`config.mk`:
```
export PLATFORM = sky130hd
export DESIGN_NAME = nvc_regs
export DESIGN_NICKNAME = d
export VERILOG_FILES = /design/src/nvc_pkg.sv /design/src/nvc_sync.sv /design/src/nvc_wake.sv /design/src/nvc_regs.sv
export SDC_FILE = /design/constraint.sdc
export NUM_CORES = 1
export LEC_CHECK = 0
export ABC_AREA = 1
export CAP_MARGIN = 0
export CELL_PAD_IN_SITES_DETAIL_PLACEMENT = 0
export CELL_PAD_IN_SITES_GLOBAL_PLACEMENT = 2
export CORE_ASPECT_RATIO = 0.5
export CORE_MARGIN = 8
export CORE_UTILIZATION = 25
export CTS_CLUSTER_SIZE = 8
export DETAILED_ROUTE_END_ITERATION = 16
export DONT_BUFFER_PORTS = 1
export GPL_ROUTABILITY_DRIVEN = 0
export PLACE_DENSITY_LB_ADDON = 0.12
export REMOVE_ABC_BUFFERS = 1
export SLEW_MARGIN = 0
export SYNTH_ARGS = -nofsm -noshare
export SYNTH_HDL_FRONTEND = slang
export SYNTH_HIERARCHICAL = 1
export SYNTH_SLANG_ARGS = --single-unit
```
`constraint.sdc`:
```
create_clock -name clock_in -period 1.9 [get_ports clock_in]
set_input_delay 0.19 -clock clock_in [delete_from_list [all_inputs] [get_ports clock_in]]
set_output_delay 0.19 -clock clock_in [all_outputs]
set_load 0.05 [all_outputs]
```
`src/nvc_pkg.sv`:
```
// Package for the nonvolatile memory controller register front end
package nvc_pkg;
    localparam int ADDR_W = 4;
    localparam logic [3:0] OFF_ADDR_LOW   = 4'h0;
    localparam logic [3:0] OFF_ADDR_MID   = 4'h1;
    localparam logic [3:0] OFF_ADDR_EXT   = 4'h2;
    localparam logic [3:0] OFF_DATA_ZERO  = 4'h4;
    localparam logic [3:0] OFF_DATA_ONE   = 4'h5;
    localparam logic [3:0] OFF_DATA_TWO   = 4'h6;
    localparam logic [3:0] OFF_CMD        = 4'hA;
    localparam logic [3:0] OFF_EXEC       = 4'hB;
    localparam logic [3:0] OFF_PWR_MAP    = 4'hC;
    localparam logic [3:0] OFF_IRQ_LVL    = 4'hD;
    localparam logic [3:0] OFF_STATUS     = 4'hF;
    localparam logic [7:0] RST_ADDR_LOW   = 8'hFF;
    localparam logic [7:0] RST_ZERO       = 8'h00;
    localparam int BIT_EXEC      = 0;
    localparam int BIT_LOCK      = 0;
    localparam int BIT_EEPROM_POWER_REDUCE      = 1;
    localparam int BIT_FLASH_POWER_REDUCE      = 2;
    localparam int BIT_MAPEN     = 3;
    localparam int BIT_FLASH_BUFFER_LOADED     = 0;
    localparam int BIT_EEPROM_BUFFER_LOADED    = 1;
    localparam int BIT_FLASH_BUSY_FLAG     = 6;
    localparam int BIT_MBUSY     = 7;
    localparam logic [7:0] MASK_CMD = 8'h7F;
    localparam logic [7:0] MASK_PWR = 8'h0F;
    localparam logic [7:0] MASK_IRQ = 8'h0F;
    // Protection window after the unlock key, in cycles
    localparam logic [2:0] CCP_WINDOW = 3'h4;
    localparam int WAKE_NS = 100;
    localparam int CLK_NS  = 5;
    localparam int WAKE_CYC = (WAKE_NS + CLK_NS - 1) / CLK_NS;
    // Operation classes reported by the memory engine
    typedef enum logic [1:0] {NVC_OP_OTHER, NVC_OP_FLASH, NVC_OP_EEPROM, NVC_OP_LOCK} nvc_op_t;
    typedef struct packed {
        logic         wr;
        logic         rd;
        logic [3:0]   addr;
        logic [7:0]   wdata;
    } nvc_bus_t;
    typedef struct packed {
        logic [23:0]  addr;
        logic [23:0]  data;
        logic [6:0]   cmd;
    } nvc_cmd_t;
endpackage

```
`src/nvc_sync.sv`:
```
// Two-flop synchroniser for pin-level inputs
`timescale 1ns/10ps
`default_nettype none
module nvc_sync #(
    parameter int W = 1
) (
    input  wire logic         clock_in,
    input  wire logic         rst_n_in,
    input  wire logic [W-1:0] d_in,
    output logic      [W-1:0] q_out
);
    logic [W-1:0] meta_r;
    always_ff @(posedge clock_in or negedge rst_n_in) begin
        if (!rst_n_in) begin
            meta_r <= '0;
            q_out  <= '0;
        end else begin
            meta_r <= d_in;
            q_out  <= meta_r;
        end
    end
endmodule
`default_nettype wire

```
`src/nvc_wake.sv`:
```
// Power-down section wake stall timer
`timescale 1ns/10ps
`default_nettype none
module nvc_wake #(
    parameter int CYC = 20
) (
    input  wire logic clock_in,
    input  wire logic rst_n_in,
    input  wire logic off_in,
    input  wire logic access_in,
    output logic      stall_out
);
    logic [15:0] cnt_r;
    logic        access_r;
    logic        start;
    // A held access wakes the section once, not again every period.
    // Limitation: an access already held when power-down begins is not stalled.
    assign start = off_in && access_in && !access_r && (cnt_r == 16'h0000);
    always_ff @(posedge clock_in or negedge rst_n_in) begin
        if (!rst_n_in) begin
            access_r <= 1'b0;
        end else begin
            access_r <= access_in;
        end
    end
    always_ff @(posedge clock_in or negedge rst_n_in) begin
        if (!rst_n_in) begin
            cnt_r     <= 16'h0000;
            stall_out <= 1'b0;
        end else if (start) begin
            cnt_r     <= 16'(CYC);
            stall_out <= 1'b1;
        end else if (cnt_r != 16'h0000) begin
            cnt_r     <= cnt_r - 16'h0001;
            stall_out <= (cnt_r != 16'h0001);
        end else begin
            stall_out <= 1'b0;
        end
    end
endmodule
`default_nettype wire

```
`src/nvc_regs.sv`:
```
// Nonvolatile memory controller register front end
//
// Summary of operation
// - Mid address byte forms address 15:8
// - Extended address byte forms address 23:16
// - Data byte zero for every access
// - Data byte one for flash sections
// - Data byte two carries checksum top
// - Seven-bit command code, top external only
// - Protected execute strobe launches command
// - Protected write of one locks self-programming
// - Lock cleared only by reset
// - Mapping enable exposes EEPROM in data space
// - Flash reduction powers off idle section
// - EEPROM reduction powers it off, stalls masters
// - Self-program ready level interrupt when idle
// - EEPROM ready level interrupt when idle
// - Memory busy across any programming operation
// - Flash busy blocks application section
// - EEPROM buffer loaded until write or flush
// - Flash buffer loaded until write or flush
// - Low address byte resets to all ones
`timescale 1ns/10ps
`default_nettype none
module nvc_regs #(
    parameter int WAKE_CYCLES = nvc_pkg::WAKE_CYC
) (
    input  wire logic              clock_in,
    input  wire logic              rst_n_in,
    input  wire nvc_pkg::nvc_bus_t bus_in,
    input  wire logic              ccp_unlock_in,
    input  wire logic              op_start_in,
    input  wire nvc_pkg::nvc_op_t  op_kind_in,
    input  wire logic              op_done_in,
    input  wire logic              eeprom_buf_load_in,
    input  wire logic              flash_buf_load_in,
    input  wire logic              eeprom_buf_clear_in,
    input  wire logic              flash_buf_clear_in,
    input  wire logic              running_boot_in,
    input  wire logic              flash_access_in,
    input  wire logic              eeprom_access_in,
    output logic [7:0]             rdata_out,
    output nvc_pkg::nvc_cmd_t      cmd_out,
    output logic                   execute_strobe_out,
    output logic                   self_program_lock_out,
    output logic                   eeprom_mapping_enable_out,
    output logic                   app_flash_on_out,
    output logic                   boot_flash_on_out,
    output logic                   eeprom_on_out,
    output logic                   app_section_block_out,
    output logic                   cpu_stall_out,
    output logic                   master_stall_out,
    output logic [1:0]             self_program_ready_level_out,
    output logic [1:0]             eeprom_ready_level_out
);
    import nvc_pkg::*;

    logic [7:0] addr_low_r, addr_mid_r, addr_ext_r;
    logic [7:0] data_byte_zero_r, data_byte_one_r, data_byte_two_r;
    logic [7:0] cmd_r, pwr_r, irq_r;
    logic       mbusy_r, flash_busy_flag_r, eeprom_buffer_loaded_r, flash_buffer_loaded_r;
    logic [2:0] ccp_cnt_r;
    logic       boot_s;
    logic       boot_sync;

    // Section selection is a pin, so it is synchronised first
    nvc_sync #(.W(1)) u_sync (
        .clock_in (clock_in),
        .rst_n_in (rst_n_in),
        .d_in     (running_boot_in),
        .q_out    (boot_s)
    );
    assign boot_sync = boot_s;

    wire wr_any   = bus_in.wr;
    wire wr_low   = wr_any && (bus_in.addr == OFF_ADDR_LOW);
    wire wr_mid   = wr_any && (bus_in.addr == OFF_ADDR_MID);
    wire wr_ext   = wr_any && (bus_in.addr == OFF_ADDR_EXT);
    wire wr_d0    = wr_any && (bus_in.addr == OFF_DATA_ZERO);
    wire wr_d1    = wr_any && (bus_in.addr == OFF_DATA_ONE);
    wire wr_d2    = wr_any && (bus_in.addr == OFF_DATA_TWO);
    wire wr_cmd   = wr_any && (bus_in.addr == OFF_CMD);
    wire wr_exec  = wr_any && (bus_in.addr == OFF_EXEC);
    wire wr_pwr   = wr_any && (bus_in.addr == OFF_PWR_MAP);
    wire wr_irq   = wr_any && (bus_in.addr == OFF_IRQ_LVL);
    wire ccp_open = (ccp_cnt_r != 3'h0);

    wire exec_go  = wr_exec && ccp_open && bus_in.wdata[BIT_EXEC];
    wire lock_set = wr_pwr && ccp_open && bus_in.wdata[BIT_LOCK];

    wire [7:0] pwr_nxt = {4'h0, bus_in.wdata[3:1] & MASK_PWR[3:1],
                          pwr_r[BIT_LOCK] | lock_set};

    always_ff @(posedge clock_in or negedge rst_n_in) begin
        if (!rst_n_in) begin
            ccp_cnt_r <= 3'h0;
        end else if (ccp_unlock_in) begin
            ccp_cnt_r <= CCP_WINDOW;
        end else if (ccp_open) begin
            ccp_cnt_r <= ccp_cnt_r - 3'h1;
        end
    end

    always_ff @(posedge clock_in or negedge rst_n_in) begin
        if (!rst_n_in) begin
            addr_low_r <= RST_ADDR_LOW;
        end else if (wr_low) begin
            addr_low_r <= bus_in.wdata;
        end
    end

    always_ff @(posedge clock_in or negedge rst_n_in) begin
        if (!rst_n_in) begin
            addr_mid_r <= RST_ZERO;
            addr_ext_r <= RST_ZERO;
        end else begin
            if (wr_mid) begin
                addr_mid_r <= bus_in.wdata;
            end
            if (wr_ext) begin
                addr_ext_r <= bus_in.wdata;
            end
        end
    end

    always_ff @(posedge clock_in or negedge rst_n_in) begin
        if (!rst_n_in) begin
            data_byte_zero_r <= RST_ZERO;
            data_byte_one_r <= RST_ZERO;
            data_byte_two_r <= RST_ZERO;
        end else begin
            if (wr_d0) begin
                data_byte_zero_r <= bus_in.wdata;
            end
            if (wr_d1) begin
                data_byte_one_r <= bus_in.wdata;
            end
            if (wr_d2) begin
                data_byte_two_r <= bus_in.wdata;
            end
        end
    end

    always_ff @(posedge clock_in or negedge rst_n_in) begin
        if (!rst_n_in) begin
            cmd_r <= RST_ZERO;
        end else if (wr_cmd) begin
            cmd_r <= bus_in.wdata & MASK_CMD;
        end
    end

    always_ff @(posedge clock_in or negedge rst_n_in) begin
        if (!rst_n_in) begin
            pwr_r <= RST_ZERO;
        end else if (wr_pwr) begin
            pwr_r <= pwr_nxt;
        end
    end

    always_ff @(posedge clock_in or negedge rst_n_in) begin
        if (!rst_n_in) begin
            irq_r <= RST_ZERO;
        end else if (wr_irq) begin
            irq_r <= bus_in.wdata & MASK_IRQ;
        end
    end

    // Busy flags, start wins over done
    wire mbusy_nxt = op_start_in ? 1'b1 : (op_done_in ? 1'b0 : mbusy_r);
    wire fstart    = op_start_in && (op_kind_in == NVC_OP_FLASH);
    wire flash_busy_flag_nxt = fstart ? 1'b1 : (op_done_in ? 1'b0 : flash_busy_flag_r);
    // Buffer loaded flags, load wins over clear
    wire eel_nxt   = eeprom_buf_load_in | (eeprom_buffer_loaded_r & ~eeprom_buf_clear_in);
    wire fl_nxt    = flash_buf_load_in | (flash_buffer_loaded_r & ~flash_buf_clear_in);

    always_ff @(posedge clock_in or negedge rst_n_in) begin
        if (!rst_n_in) begin
            mbusy_r  <= 1'b0;
            flash_busy_flag_r  <= 1'b0;
            eeprom_buffer_loaded_r <= 1'b0;
            flash_buffer_loaded_r  <= 1'b0;
        end else begin
            mbusy_r  <= mbusy_nxt;
            flash_busy_flag_r  <= flash_busy_flag_nxt;
            eeprom_buffer_loaded_r <= eel_nxt;
            flash_buffer_loaded_r  <= fl_nxt;
        end
    end

    logic [7:0] status_img;
    always_comb begin
        status_img              = 8'h00;
        status_img[BIT_MBUSY]   = mbusy_r;
        status_img[BIT_FLASH_BUSY_FLAG]   = flash_busy_flag_r;
        status_img[BIT_EEPROM_BUFFER_LOADED]  = eeprom_buffer_loaded_r;
        status_img[BIT_FLASH_BUFFER_LOADED]   = flash_buffer_loaded_r;
    end

    // Execute control reads zero: the strobe is self-clearing
    logic [7:0] rd_mux;
    always_comb begin
        case (bus_in.addr)
            OFF_ADDR_LOW:  rd_mux = addr_low_r;
            OFF_ADDR_MID:  rd_mux = addr_mid_r;
            OFF_ADDR_EXT:  rd_mux = addr_ext_r;
            OFF_DATA_ZERO: rd_mux = data_byte_zero_r;
            OFF_DATA_ONE:  rd_mux = data_byte_one_r;
            OFF_DATA_TWO:  rd_mux = data_byte_two_r;
            OFF_CMD:       rd_mux = cmd_r;
            OFF_PWR_MAP:   rd_mux = pwr_r;
            OFF_IRQ_LVL:   rd_mux = irq_r;
            OFF_STATUS:    rd_mux = status_img;
            default:       rd_mux = 8'h00;
        endcase
    end

    // With flash power reduction set, only the executing flash section stays powered
    wire flash_power_reduce     = pwr_r[BIT_FLASH_POWER_REDUCE];
    wire app_off  = flash_power_reduce && boot_sync;
    wire boot_off = flash_power_reduce && !boot_sync;
    wire f_off    = (app_off || boot_off) && flash_access_in;
    wire ee_off   = pwr_r[BIT_EEPROM_POWER_REDUCE];

    logic cpu_stall, master_stall;
    nvc_wake #(.CYC(WAKE_CYCLES)) u_fwake (
        .clock_in  (clock_in),
        .rst_n_in  (rst_n_in),
        .off_in    (f_off),
        .access_in (flash_access_in),
        .stall_out (cpu_stall)
    );
    nvc_wake #(.CYC(WAKE_CYCLES)) u_ewake (
        .clock_in  (clock_in),
        .rst_n_in  (rst_n_in),
        .off_in    (ee_off),
        .access_in (eeprom_access_in),
        .stall_out (master_stall)
    );

    // Levels only while memory is idle
    wire [1:0] spm_lvl = mbusy_nxt ? 2'b00 : irq_r[3:2];
    wire [1:0] ee_lvl  = mbusy_nxt ? 2'b00 : irq_r[1:0];

    // Read data is zero outside a read cycle
    wire [7:0] rdata_nxt = bus_in.rd ? rd_mux : RST_ZERO;
    nvc_cmd_t  cmd_nxt;
    assign cmd_nxt = '{addr: {addr_ext_r, addr_mid_r, addr_low_r},
                       data: {data_byte_two_r, data_byte_one_r, data_byte_zero_r},
                       cmd:  cmd_r[6:0]};

    // Read data stands for one cycle
    always_ff @(posedge clock_in or negedge rst_n_in) begin
        if (!rst_n_in) begin
            rdata_out <= RST_ZERO;
        end else begin
            rdata_out <= rdata_nxt;
        end
    end

    // Command image is re-timed with the registers
    always_ff @(posedge clock_in or negedge rst_n_in) begin
        if (!rst_n_in) begin
            cmd_out <= '0;
        end else begin
            cmd_out <= cmd_nxt;
        end
    end

    always_ff @(posedge clock_in or negedge rst_n_in) begin
        if (!rst_n_in) begin
            execute_strobe_out <= 1'b0;
        end else begin
            execute_strobe_out <= exec_go;
        end
    end

    always_ff @(posedge clock_in or negedge rst_n_in) begin
        if (!rst_n_in) begin
            self_program_lock_out     <= 1'b0;
            eeprom_mapping_enable_out <= 1'b0;
        end else begin
            self_program_lock_out     <= pwr_r[BIT_LOCK];
            eeprom_mapping_enable_out <= pwr_r[BIT_MAPEN];
        end
    end

    always_ff @(posedge clock_in or negedge rst_n_in) begin
        if (!rst_n_in) begin
            app_flash_on_out  <= 1'b1;
            boot_flash_on_out <= 1'b1;
            eeprom_on_out     <= 1'b1;
        end else begin
            app_flash_on_out  <= !app_off;
            boot_flash_on_out <= !boot_off;
            eeprom_on_out     <= !ee_off;
        end
    end

    // Application section blocked while flash busy
    always_ff @(posedge clock_in or negedge rst_n_in) begin
        if (!rst_n_in) begin
            app_section_block_out <= 1'b0;
        end else begin
            app_section_block_out <= flash_busy_flag_nxt;
        end
    end

    // Stalls leave a flop like every other output
    always_ff @(posedge clock_in or negedge rst_n_in) begin
        if (!rst_n_in) begin
            cpu_stall_out    <= 1'b0;
            master_stall_out <= 1'b0;
        end else begin
            cpu_stall_out    <= cpu_stall;
            master_stall_out <= master_stall;
        end
    end

    always_ff @(posedge clock_in or negedge rst_n_in) begin
        if (!rst_n_in) begin
            self_program_ready_level_out <= 2'b00;
            eeprom_ready_level_out       <= 2'b00;
        end else begin
            self_program_ready_level_out <= spm_lvl;
            eeprom_ready_level_out       <= ee_lvl;
        end
    end
endmodule
`default_nettype wire

```
# [Word-level counts from Yosys, hierarchy flattened]
# Cells that the tools add are included.
[classes] add_sub_neg=3 eq_ne=13 muxes=18 bitwise_logic=7 n_reduce_logical=41
[ops] cell="8-bit case mux with 10 select lines" count=1
[ops] cell="16-bit two-way mux" count=4
[ops] cell="16-bit logical NOT" count=2
[ops] cell="16-bit by 1-bit inequality test with 1-bit output, second input constant" count=2
[ops] cell="16-bit nonzero test" count=2
[ops] cell="16-bit by 1-bit subtractor with 16-bit output, second input constant" count=2
[ops] cell="1-bit logical AND" count=24
[ops] cell="4-bit == test, second input constant" count=5
[ops] cell="4-bit by 3-bit == test with 1-bit output, second input constant" count=3
[ops] cell="1-bit two-way mux" count=8
[ops] cell="8-bit two-way mux" count=1
[ops] cell="2-bit nonzero test" count=4
[ops] cell="1-bit logical NOT" count=6
[ops] cell="3-bit two-way mux" count=2
[ops] cell="4-bit by 1-bit == test with 1-bit output, second input constant" count=1
[ops] cell="4-bit by 2-bit == test with 1-bit output, second input constant" count=1
[ops] cell="4-bit logical NOT" count=1
[ops] cell="2-bit two-way mux" count=2
[ops] cell="1-bit OR" count=3
[ops] cell="3-bit nonzero test" count=1
[ops] cell="3-bit by 1-bit subtractor with 3-bit output, second input constant" count=1
[ops] cell="1-bit AND" count=2
[ops] cell="2-bit by 1-bit == test with 1-bit output, second input constant" count=1
[ops] cell="1-bit inverter" count=2
[ops] cell="1-bit logical OR" count=1
[word_totals] ff_bits=183 in_bits=28 output_inout_bits=76 wordCells=118

# [Longest topological paths before layout]
# Gate-level depths: netlist (run 1).
[logic_depth] ltp_word=8 ltp_mapped=9 depth_no_buf=9

# [Modules after synthesis]
# Netlist (run 1), hierarchy kept.
[by_module_without_submodules] module="nvc_regs" n_inst=1 cells_per_inst=505 area_each_um2=5315.1 seq_area_each_um2=3642.2
[by_module_without_submodules] module="nvc_wake" n_inst=2 cells_per_inst=137 area_each_um2=1061.0 seq_area_each_um2=450.4
[by_module_without_submodules] module="nvc_sync" n_inst=1 cells_per_inst=2 area_each_um2=50.0 seq_area_each_um2=50.0

# [Worst setup path before layout (run 1)]
# Ideal clock, no wire load.
[synth_path] kind="reg2reg" startpoint="register u_ewake.cnt_r[0]" endpoint="register u_ewake.cnt_r[2]" setup_ns=0.117 arrival_time_ns=1.272 t_required_ns=1.783 slack_ns=0.512 stages_incl_launch_ff=10 path_buffers=0 period_less_slack_ns=1.388 cell_sequence="dfrtp_1 -> inv_1 -> ha_1 -> nand2_2 -> nor2_8 -> nand2_4 -> clkinv_2 -> nand2_2 -> o21ai_1 -> inv_2"
[synth_via] elab_chain_cells=3 elab_cells_between_ends=7 classes_between="1 x add/sub; 2 x mux; 4 x reduce/logical"
[synth_rtl] element="start, declared" line="nvc_wake.sv:13" rtl="logic [15:0] cnt_r;"
[synth_rtl] element="start signal, assigned" line="nvc_wake.sv:31" rtl="cnt_r <= 16'(CYC);"
[synth_rtl] element="start signal, assigned" line="nvc_wake.sv:34" rtl="cnt_r <= cnt_r - 16'h0001;"
[synth_rtl] element="16-bit by 1-bit subtractor with 16-bit output / 16-bit logical NOT (equally long branches)" line="nvc_wake.sv:34, nvc_wake.sv:18"
[synth_rtl] element="16-bit two-way mux / 1-bit logical AND (equally long branches)" line="nvc_wake.sv:33, nvc_wake.sv:18"
[synth_rtl] element="16-bit two-way mux / 2-bit nonzero test (equally long branches)"
# Parallel ways exist; a longest one is shown, timed or not. The select of a mux whose other input is x is not followed.
# A chain may end at the register's enable or synchronous reset.

# [Worst setup path after layout (run 1)]
[layout_path] startpoint="register ccp_cnt_r[0]" endpoint="register execute_strobe_out"
[layout_via] elab_chain_cells=3
[layout_rtl] element="start, declared" line="nvc_regs.sv:62" rtl="logic [2:0] ccp_cnt_r;"
[layout_rtl] element="start signal, assigned" line="nvc_regs.sv:100" rtl="ccp_cnt_r <= ccp_cnt_r - 3'h1;"
[layout_rtl] element="3-bit nonzero test" line="nvc_regs.sv:86" rtl="wire ccp_open = (ccp_cnt_r != 3'h0);"
[layout_rtl] element="1-bit logical AND (2 in a row)" line="nvc_regs.sv:88" rtl="wire exec_go = wr_exec && ccp_open && bus_in.wdata[BIT_EXEC];"
[layout_rtl] element="named net exec_go" line="nvc_regs.sv:88"
[layout_rtl] element="end signal, assigned" line="nvc_regs.sv:273" rtl="execute_strobe_out <= exec_go;"
[layout_rtl] element="end, declared" line="nvc_regs.sv:44" rtl="output logic execute_strobe_out,"
# The timed path passes the listed nets, and every way through them passes these cells.

==> impl_metrics.csv, run 1 <==
group,metric,value,unit
clock_tree,h-tree-depth,4,
floorplan,ios,104,
min_path,worstHoldPathType,"in -> async",
synth,synth-xor-area-share,1.17,%
synth,synth-adder-area-share,1.00,%
status,status,"finished with violations",
layout,stdcell_count,1215,
floorplan,coreArea,29200,sq um
drt,wl_per_cell,17.8,microns
clock_tree,cts.sinks,183,
worst_setup_path,regToRegSetupSlack,140,ps
worst_setup_path,cp_slowest_cell,"dlygate4sd3_1",
sta,holdWs,-552,ps
clock_tree,cts_buffers,17,
clock_tree,clkTransAtPathRegs,70,ps
sta,period_share,92.7,%
status,violations,"negative hold slack",
layout,area_growth,16.3,%
synth,synth_mux_area_share,0,%
worst_setup_path,cp_cell_sequence,"inv_1 -> ha_1 -> nand2_1 -> nand2_1 -> nor4_1 -> dlygate4sd3_1",
global_routing,overflow,0,
layout,diodes,0,
clock_tree,cts_resized,0,
floorplan,initial_core_util,25.6,%
layout,final_common_cell,"nand2_1",
worst_setup_path,start_kind,"register",
synth,syn_avg_cell_area,9.59,sq um
global_routing,grt_pass1_vias,5514,
sta,worstMarginPinSlew,616,ps
clock_tree,cts_root_buf,"clkbuf_16",
synth,ys_ff_latch,183,
placed_design,io_buffers,0,
layout,layout_common_cells,"nand2_1, dfrtp_1, nor2_1",
synth,ys_seq_area_share,61.3,%
floorplan,die_x,261,microns
sta,period_minus_slack,1760,ps
drt,drtAntennaViolNets,0,
drt,drc,0,
layout,drive_above_1_share,11.9,%
floorplan,dieArea,36100,sq um
global_routing,antenna_found_initial,0,
flow_run,cap_violations,0,
worst_setup_path,cp.arrival,2140,ps
sta,relSlewSlack,58.8,%
worst_setup_path,required,2280,ps
clock_tree,cts_tree,"done",
worst_setup_path,path_buf_inv,2,
synth,synth_top_family_by_area,"simple AND/OR/NAND/NOR gates",
clock_tree,clk_latency,440,ps
worst_setup_path,crit_path_max_fanout,5,
layout,fin_nets,846,
sta,hold_violations,183,
synth,yosys.area_share.simple,25.4,%
power_and_ir_drop,leakage,4.17,nW
global_routing,gr-max-usage-layer,"met2",
worst_setup_path,r2r-start,"ccp_cnt_r[0]",
worst_setup_path,r2r_cells,6,
sta,finalSetupViolations,0,
worst_setup_path,cpMostUsedCell,"nand2_1",
global_routing,grt_start_max_net_pins,184,
floorplan,die_y,138,microns
global_routing,gr-usage-met2,21.0,%
clock_tree,post_cts_buffers,0,
global_routing,met1_usage,15.8,%
drt,drt_iter0_drc,324,
sta,fmax,568,MHz
power_and_ir_drop,vdd_drop_max,642,uV
floorplan,rows,44,
synth,syn_area,7490,sq um
sta,rsz0062_at_grt,"no",
global_routing,grt_pass1_wl,34100,microns
global_routing,grt_use_met3,3.72,%
drt,wirelength,21600,microns
synth,yosysUniqueCellTypes,34,
clock_tree,clockBufferDepth,2,
drt,vias_per_cell,4.14,
placed_design,dp.cells,1166,
synth,synth_compound_area_share,6.02,%
drt,vias,5034,
synth,yosysWarnings,6,
sta,finalMaxSlewViolations,0,
power_and_ir_drop,p_per_area,1440,nW/um^2
worst_setup_path,max_stage_delay,590,ps
placed_design,dpl.hpwl,15000,microns
clock_tree,cts_hold_buf,18,
synth,synthCells,781,
sta,skew,10.5,ps
worst_setup_path,cp_top_family,"buffers and inverters",
global_routing,grt_usage,12.5,%
drt,drtPass1Iterations,4,
worst_setup_path,endpoint_kind,"register",
worst_setup_path,critPathKind,"reg -> reg",
sta,final.setup.tns,0,ps
worst_setup_path,rr_endpoint,"execute_strobe_out",
-- worst reg2reg max path: cells and delay by family (launching register included) --
| kind | cells | cell delay [ps] |
|---|---|---|
| fa+ha+maj | 1 | 210 |
| buf+inv | 2 | 650 |
| flops | 1 | 360 |
| simple gates | 3 | 490 |
-- sequential cells by signal, summed over array words and instances, names as in the netlist, 2 cells and up --
| register | count |
|---|---|
| self_program_ready_level_out | 2 |
| addr_mid_r | 8 |
| data_byte_two_r | 8 |
| rdata_out | 8 |
| data_byte_zero_r | 8 |
| addr_low_r | 8 |
| u_fwake/cnt_r | 16 |
| cmd_r | 7 |
| ccp_cnt_r | 3 |
| u_ewake/cnt_r | 16 |
| pwr_r | 4 |
| cmd_out | 55 |
| data_byte_one_r | 8 |
| irq_r | 4 |
| eeprom_ready_level_out | 2 |
| addr_ext_r | 8 |
-- cell families after synthesis --
family | Yosys count
AND/OR/NAND/NOR | 408
XOR/XNOR | 10
AO/OA/AOI/OAI | 85
flip-flops | 183
adder cells (fa/ha/maj) | 6
buffers and inverters | 89
-- worst max path at each step --
stage	startpoint	end	slack, ps	cells after the start
6_report	ccp_cnt_r[0]	execute_strobe_out	140	6
5_1_grt	ccp_cnt_r[0]	execute_strobe_out	30	6
4_1_cts	ccp_cnt_r[0]	execute_strobe_out	110	6
3_5_place_dp	u_ewake/cnt_r[0]	u_ewake/cnt_r[2]	360	9
3_3_place_gp	u_ewake/cnt_r[0]	u_ewake/cnt_r[2]	390	9
2_1_floorplan	u_ewake/cnt_r[0]	u_ewake/cnt_r[2]	510	9
-- layout make-up --
| class | count | area (sq um) |
|---|---|---|
| tap | 391 | 489 |
| sequential | 183 | 4590 |
| clock buffer | 20 | 467 |
| timing repair buffer | 22 | 210 |
| clock inverter | 11 | 135 |
| multi-input combinational | 509 | 2510 |
| inverter | 79 | 299 |
| fill | 3081 | 20500 |
-- Yosys cell counts (all sizes together) --
master / instances / area [sq um]
nor2: 116 / 608
nand3b: 5 / 37.5
ha: 6 / 75.1
o21a: 2 / 15.0
buf: 10 / 80.1
nand3: 54 / 285
dfrtp: 172 / 4300
o211ai: 3 / 22.5
xor2: 6 / 52.6
clkinv: 3 / 13.8
a21oi: 12 / 60.1
nand4: 6 / 37.5
nor4: 1 / 6.26
o21ai: 63 / 315
or2: 2 / 12.5
o21bai: 4 / 30.0
xnor2: 4 / 35.0
nand2: 220 / 883
nor3: 4 / 31.3
dfstp: 11 / 289
inv: 76 / 285
a211oi: 1 / 7.51
-- report_power, final --
group / internal, mW / switching (mW) / total [mW]
clock network: 2.06 / 1.65 / 3.72
logic: 0.797 / 1.30 / 2.09
registers: 4.85 / 1.86 / 6.72
total: 7.71 / 4.81 / 12.5
-- per-layer routing --
layer  wire length [microns]  share of wire [%]
met1                    9860                 46
met2                   10800                 50
met4                     205               0.95
met5                       0                  0
met3                     793                3.7
-- through the flow --
step | hold WS [ps] | setup slack (ps) | cell area (sq um) | util (%) | power, mW
final | -552 | 139 | 8710 | 29.8 | 12.5
after CTS | -591 | 109 | 8710 | 29.8 | 12.8
after global routing | -594 | 28.5 | 8710 | 29.8 | 13.4
after floorplan | -106 | 512 | 7410 | - | 8.17
after global placement | -94.1 | 390 | 7930 | 27.1 | 8.93
after detailed placement | -92.9 | 363 | 7930 | 27.1 | 8.92
Power figures use the tool's default switching activity.
==> inputs of run 2 (changes only) <==
--- a/config.mk
+++ b/config.mk
@@ -12,3 +12,2 @@
 export CORE_ASPECT_RATIO = 0.5
-export CORE_MARGIN = 8
 export CORE_UTILIZATION = 25
==> constraint.sdc (replaced) <==
create_clock -name clock_in -period 1.9 [get_ports clock_in]
set_input_delay 0.095 -clock clock_in [delete_from_list [all_inputs] [get_ports clock_in]]
set_output_delay 0.095 -clock clock_in [all_outputs]
set_load 0.05 [all_outputs]
==> run 2 against run 1 <==
Against the previous run: the flow finishes with violations (design-rule violations, negative hold slack); first-iteration DRC count grew 0.62%; clock-buffer cell count decreased by 2; wire length is 5.3% lower; register-to-register slack improved by 220 ps; largest cell class unchanged.
==> impl_metrics.csv, run 2 (synthesized netlist as in run 1, its figures left out) <==
group,metric,value,unit
global_routing,grt_pass1_vias,5382,
worst_setup_path,cp.arrival,1870,ps
clock_tree,clk_latency,450,ps
worst_setup_path,required,2230,ps
drt,drt_iter0_drc,326,
clock_tree,post_cts_buffers,0,
drt,vias_per_cell,4.16,
worst_setup_path,cp_slowest_cell,"dfrtp_1",
worst_setup_path,cp_cell_sequence,"inv_1 -> ha_1 -> nand2_2 -> nor2_8 -> nand2_4 -> clkinv_2 -> nand2_2 -> o21ai_1 -> inv_2",
layout,area_growth,17.0,%
sta,finalMaxSlewViolations,0,
sta,skew,22.1,ps
sta,fmax,650,MHz
drt,vias,5093,
floorplan,initial_core_util,25.6,%
drt,wl_per_cell,16.8,microns
drt,drtAntennaViolNets,0,
floorplan,die_x,247,microns
layout,max_flop_register,"cmd_out",
layout,ff_latch_area,4590,sq um
clock_tree,cts_hold_buf,24,
placed_design,place_ws,368,ps
sta,worstMarginPinSlew,606,ps
sta,relSlewSlack,59.5,%
floorplan,dieArea,30700,sq um
floorplan,ios,104,
worst_setup_path,cpMostUsedCell,"nand2_2",
layout,largest_reg_flops,55,
layout,fin_nets,854,
clock_tree,clockBufferDepth,2,
worst_setup_path,endpoint_kind,"register",
layout,stdcell_count,1224,
min_path,worstHoldPathType,"in -> async",
global_routing,grt_pass1_wl,32900,microns
layout,diodes,0,
layout,final_common_cell,"nand2_1",
clock_tree,cts_root_buf,"clkbuf_16",
sta,finalSetupViolations,0,
layout,layout_common_cells,"nand2_1, dfrtp_1, nor2_1",
sta,holdWs,-651,ps
global_routing,grt_start_max_net_pins,184,
drt,wirelength,20500,microns
layout,drive_above_1_share,12.1,%
placed_design,dp.cells,1168,
floorplan,die_y,124,microns
sta,period_share,80.9,%
clock_tree,cts_buffers,17,
worst_setup_path,crit_path_max_fanout,7,
clock_tree,h-tree-depth,4,
worst_setup_path,max_stage_delay,420,ps
sta,hold_violations,183,
status,status,"finished with violations",
global_routing,antenna_found_initial,0,
placed_design,io_buffers,0,
flow_run,cap_violations,0,
sta,fin_ws,362,ps
status,violations,"design-rule violations, negative hold slack",
layout,fin_util,30.0,%
drt,drc,1,
global_routing,grt_usage,14.5,%
placed_design,dpl.hpwl,14100,microns
global_routing,overflow,0,
clock_tree,cts.sinks,183,
clock_tree,cts_tree,"done",
worst_setup_path,critPathKind,"reg -> reg",
layout,reg_top3,"cmd_out (55), u_ewake/cnt_r (16), u_fwake/cnt_r (16)",
layout,multi_input_area,2510,sq um
power_and_ir_drop,vdd_drop_max,646,uV
sta,final.setup.tns,0,ps
floorplan,coreArea,29200,sq um
clock_tree,clkTransAtPathRegs,70,ps
sta,period_minus_slack,1540,ps
layout,fillers,3066,
clock_tree,cts_resized,0,
power_and_ir_drop,p_per_area,1400,nW/um^2
power_and_ir_drop,leakage,4.19,nW
drt,drtPass1Iterations,11,
sta,rsz0062_at_grt,"no",
worst_setup_path,start_kind,"register",
floorplan,rows,44,
[run 2: cell types whose count changed in the layout (fill, tap and decap cells not counted), sizes merged]
cell	change
buf	+2
clkinv	+6
dlygate4sd3	+6
bufinv	-2
clkbuf	-2
clkinvlp	-1
[run 2: power by group]
part	total (mW)	internal [mW]	switching (mW)
registers	6.69	4.85	1.84
logic	2.11	0.810	1.30
clock network	3.50	1.77	1.73
[run 2: final cells by class]
type                            instances  share of cell area (%)
Timing Repair Buffer                   30                    3.26
Multi-Input combinational cell        509                    28.7
Clock inverter                         14                    1.56
Tap cell                              391                    5.59
Clock buffer                           18                    5.01
Sequential cell                       183                    52.5
Inverter                               79                    3.41
[run 2: routing by layer]
metal,wire [microns],vias up,global-route usage (%)
met2,9910,59,22.8
met3,476,20,2.93
met4,302,0,5.70
li1,-,2553,-
met5,0,-,0
met1,9820,2461,19.5
[run 2: path summary, 6_finish.rpt]
check	endpoint	cells after the start	start	slack, ps
worst max-delay path	u_fwake/cnt_r[2]	9	u_fwake/cnt_r[0]	360
worst min-delay path	u_fwake/cnt_r[13]	0	rst_n_in	-650
worst max register to register	u_fwake/cnt_r[2]	9	u_fwake/cnt_r[0]	360
worst min register to register	master_stall_out	0	u_ewake/stall_out	360
max in group asynchronous	addr_low_r[2]	0	rst_n_in	2090
min in group clock_in	cmd_r[2]	2	bus_in[2]	20
[run 2: per-stage QoR]
step	power (mW)	hold WS [ps]	area [sq um]
2_1_floorplan	8.17	-201	7410
3_3_place_gp	8.88	-196	7940
3_5_place_dp	8.87	-196	7940
4_1_cts	12.5	-693	8760
5_1_grt	13.1	-684	8760
6_report	12.3	-651	8760
[run 2: worst max-delay path: cells and delay by family (launching register included)]
family	cells	cell delay (ps)
buffers and inverters	3	230
AO/OA/AOI/OAI	1	90
AND/OR/NAND/NOR	4	480
adder cells (fa/ha/maj)	1	210
flip-flops	1	420
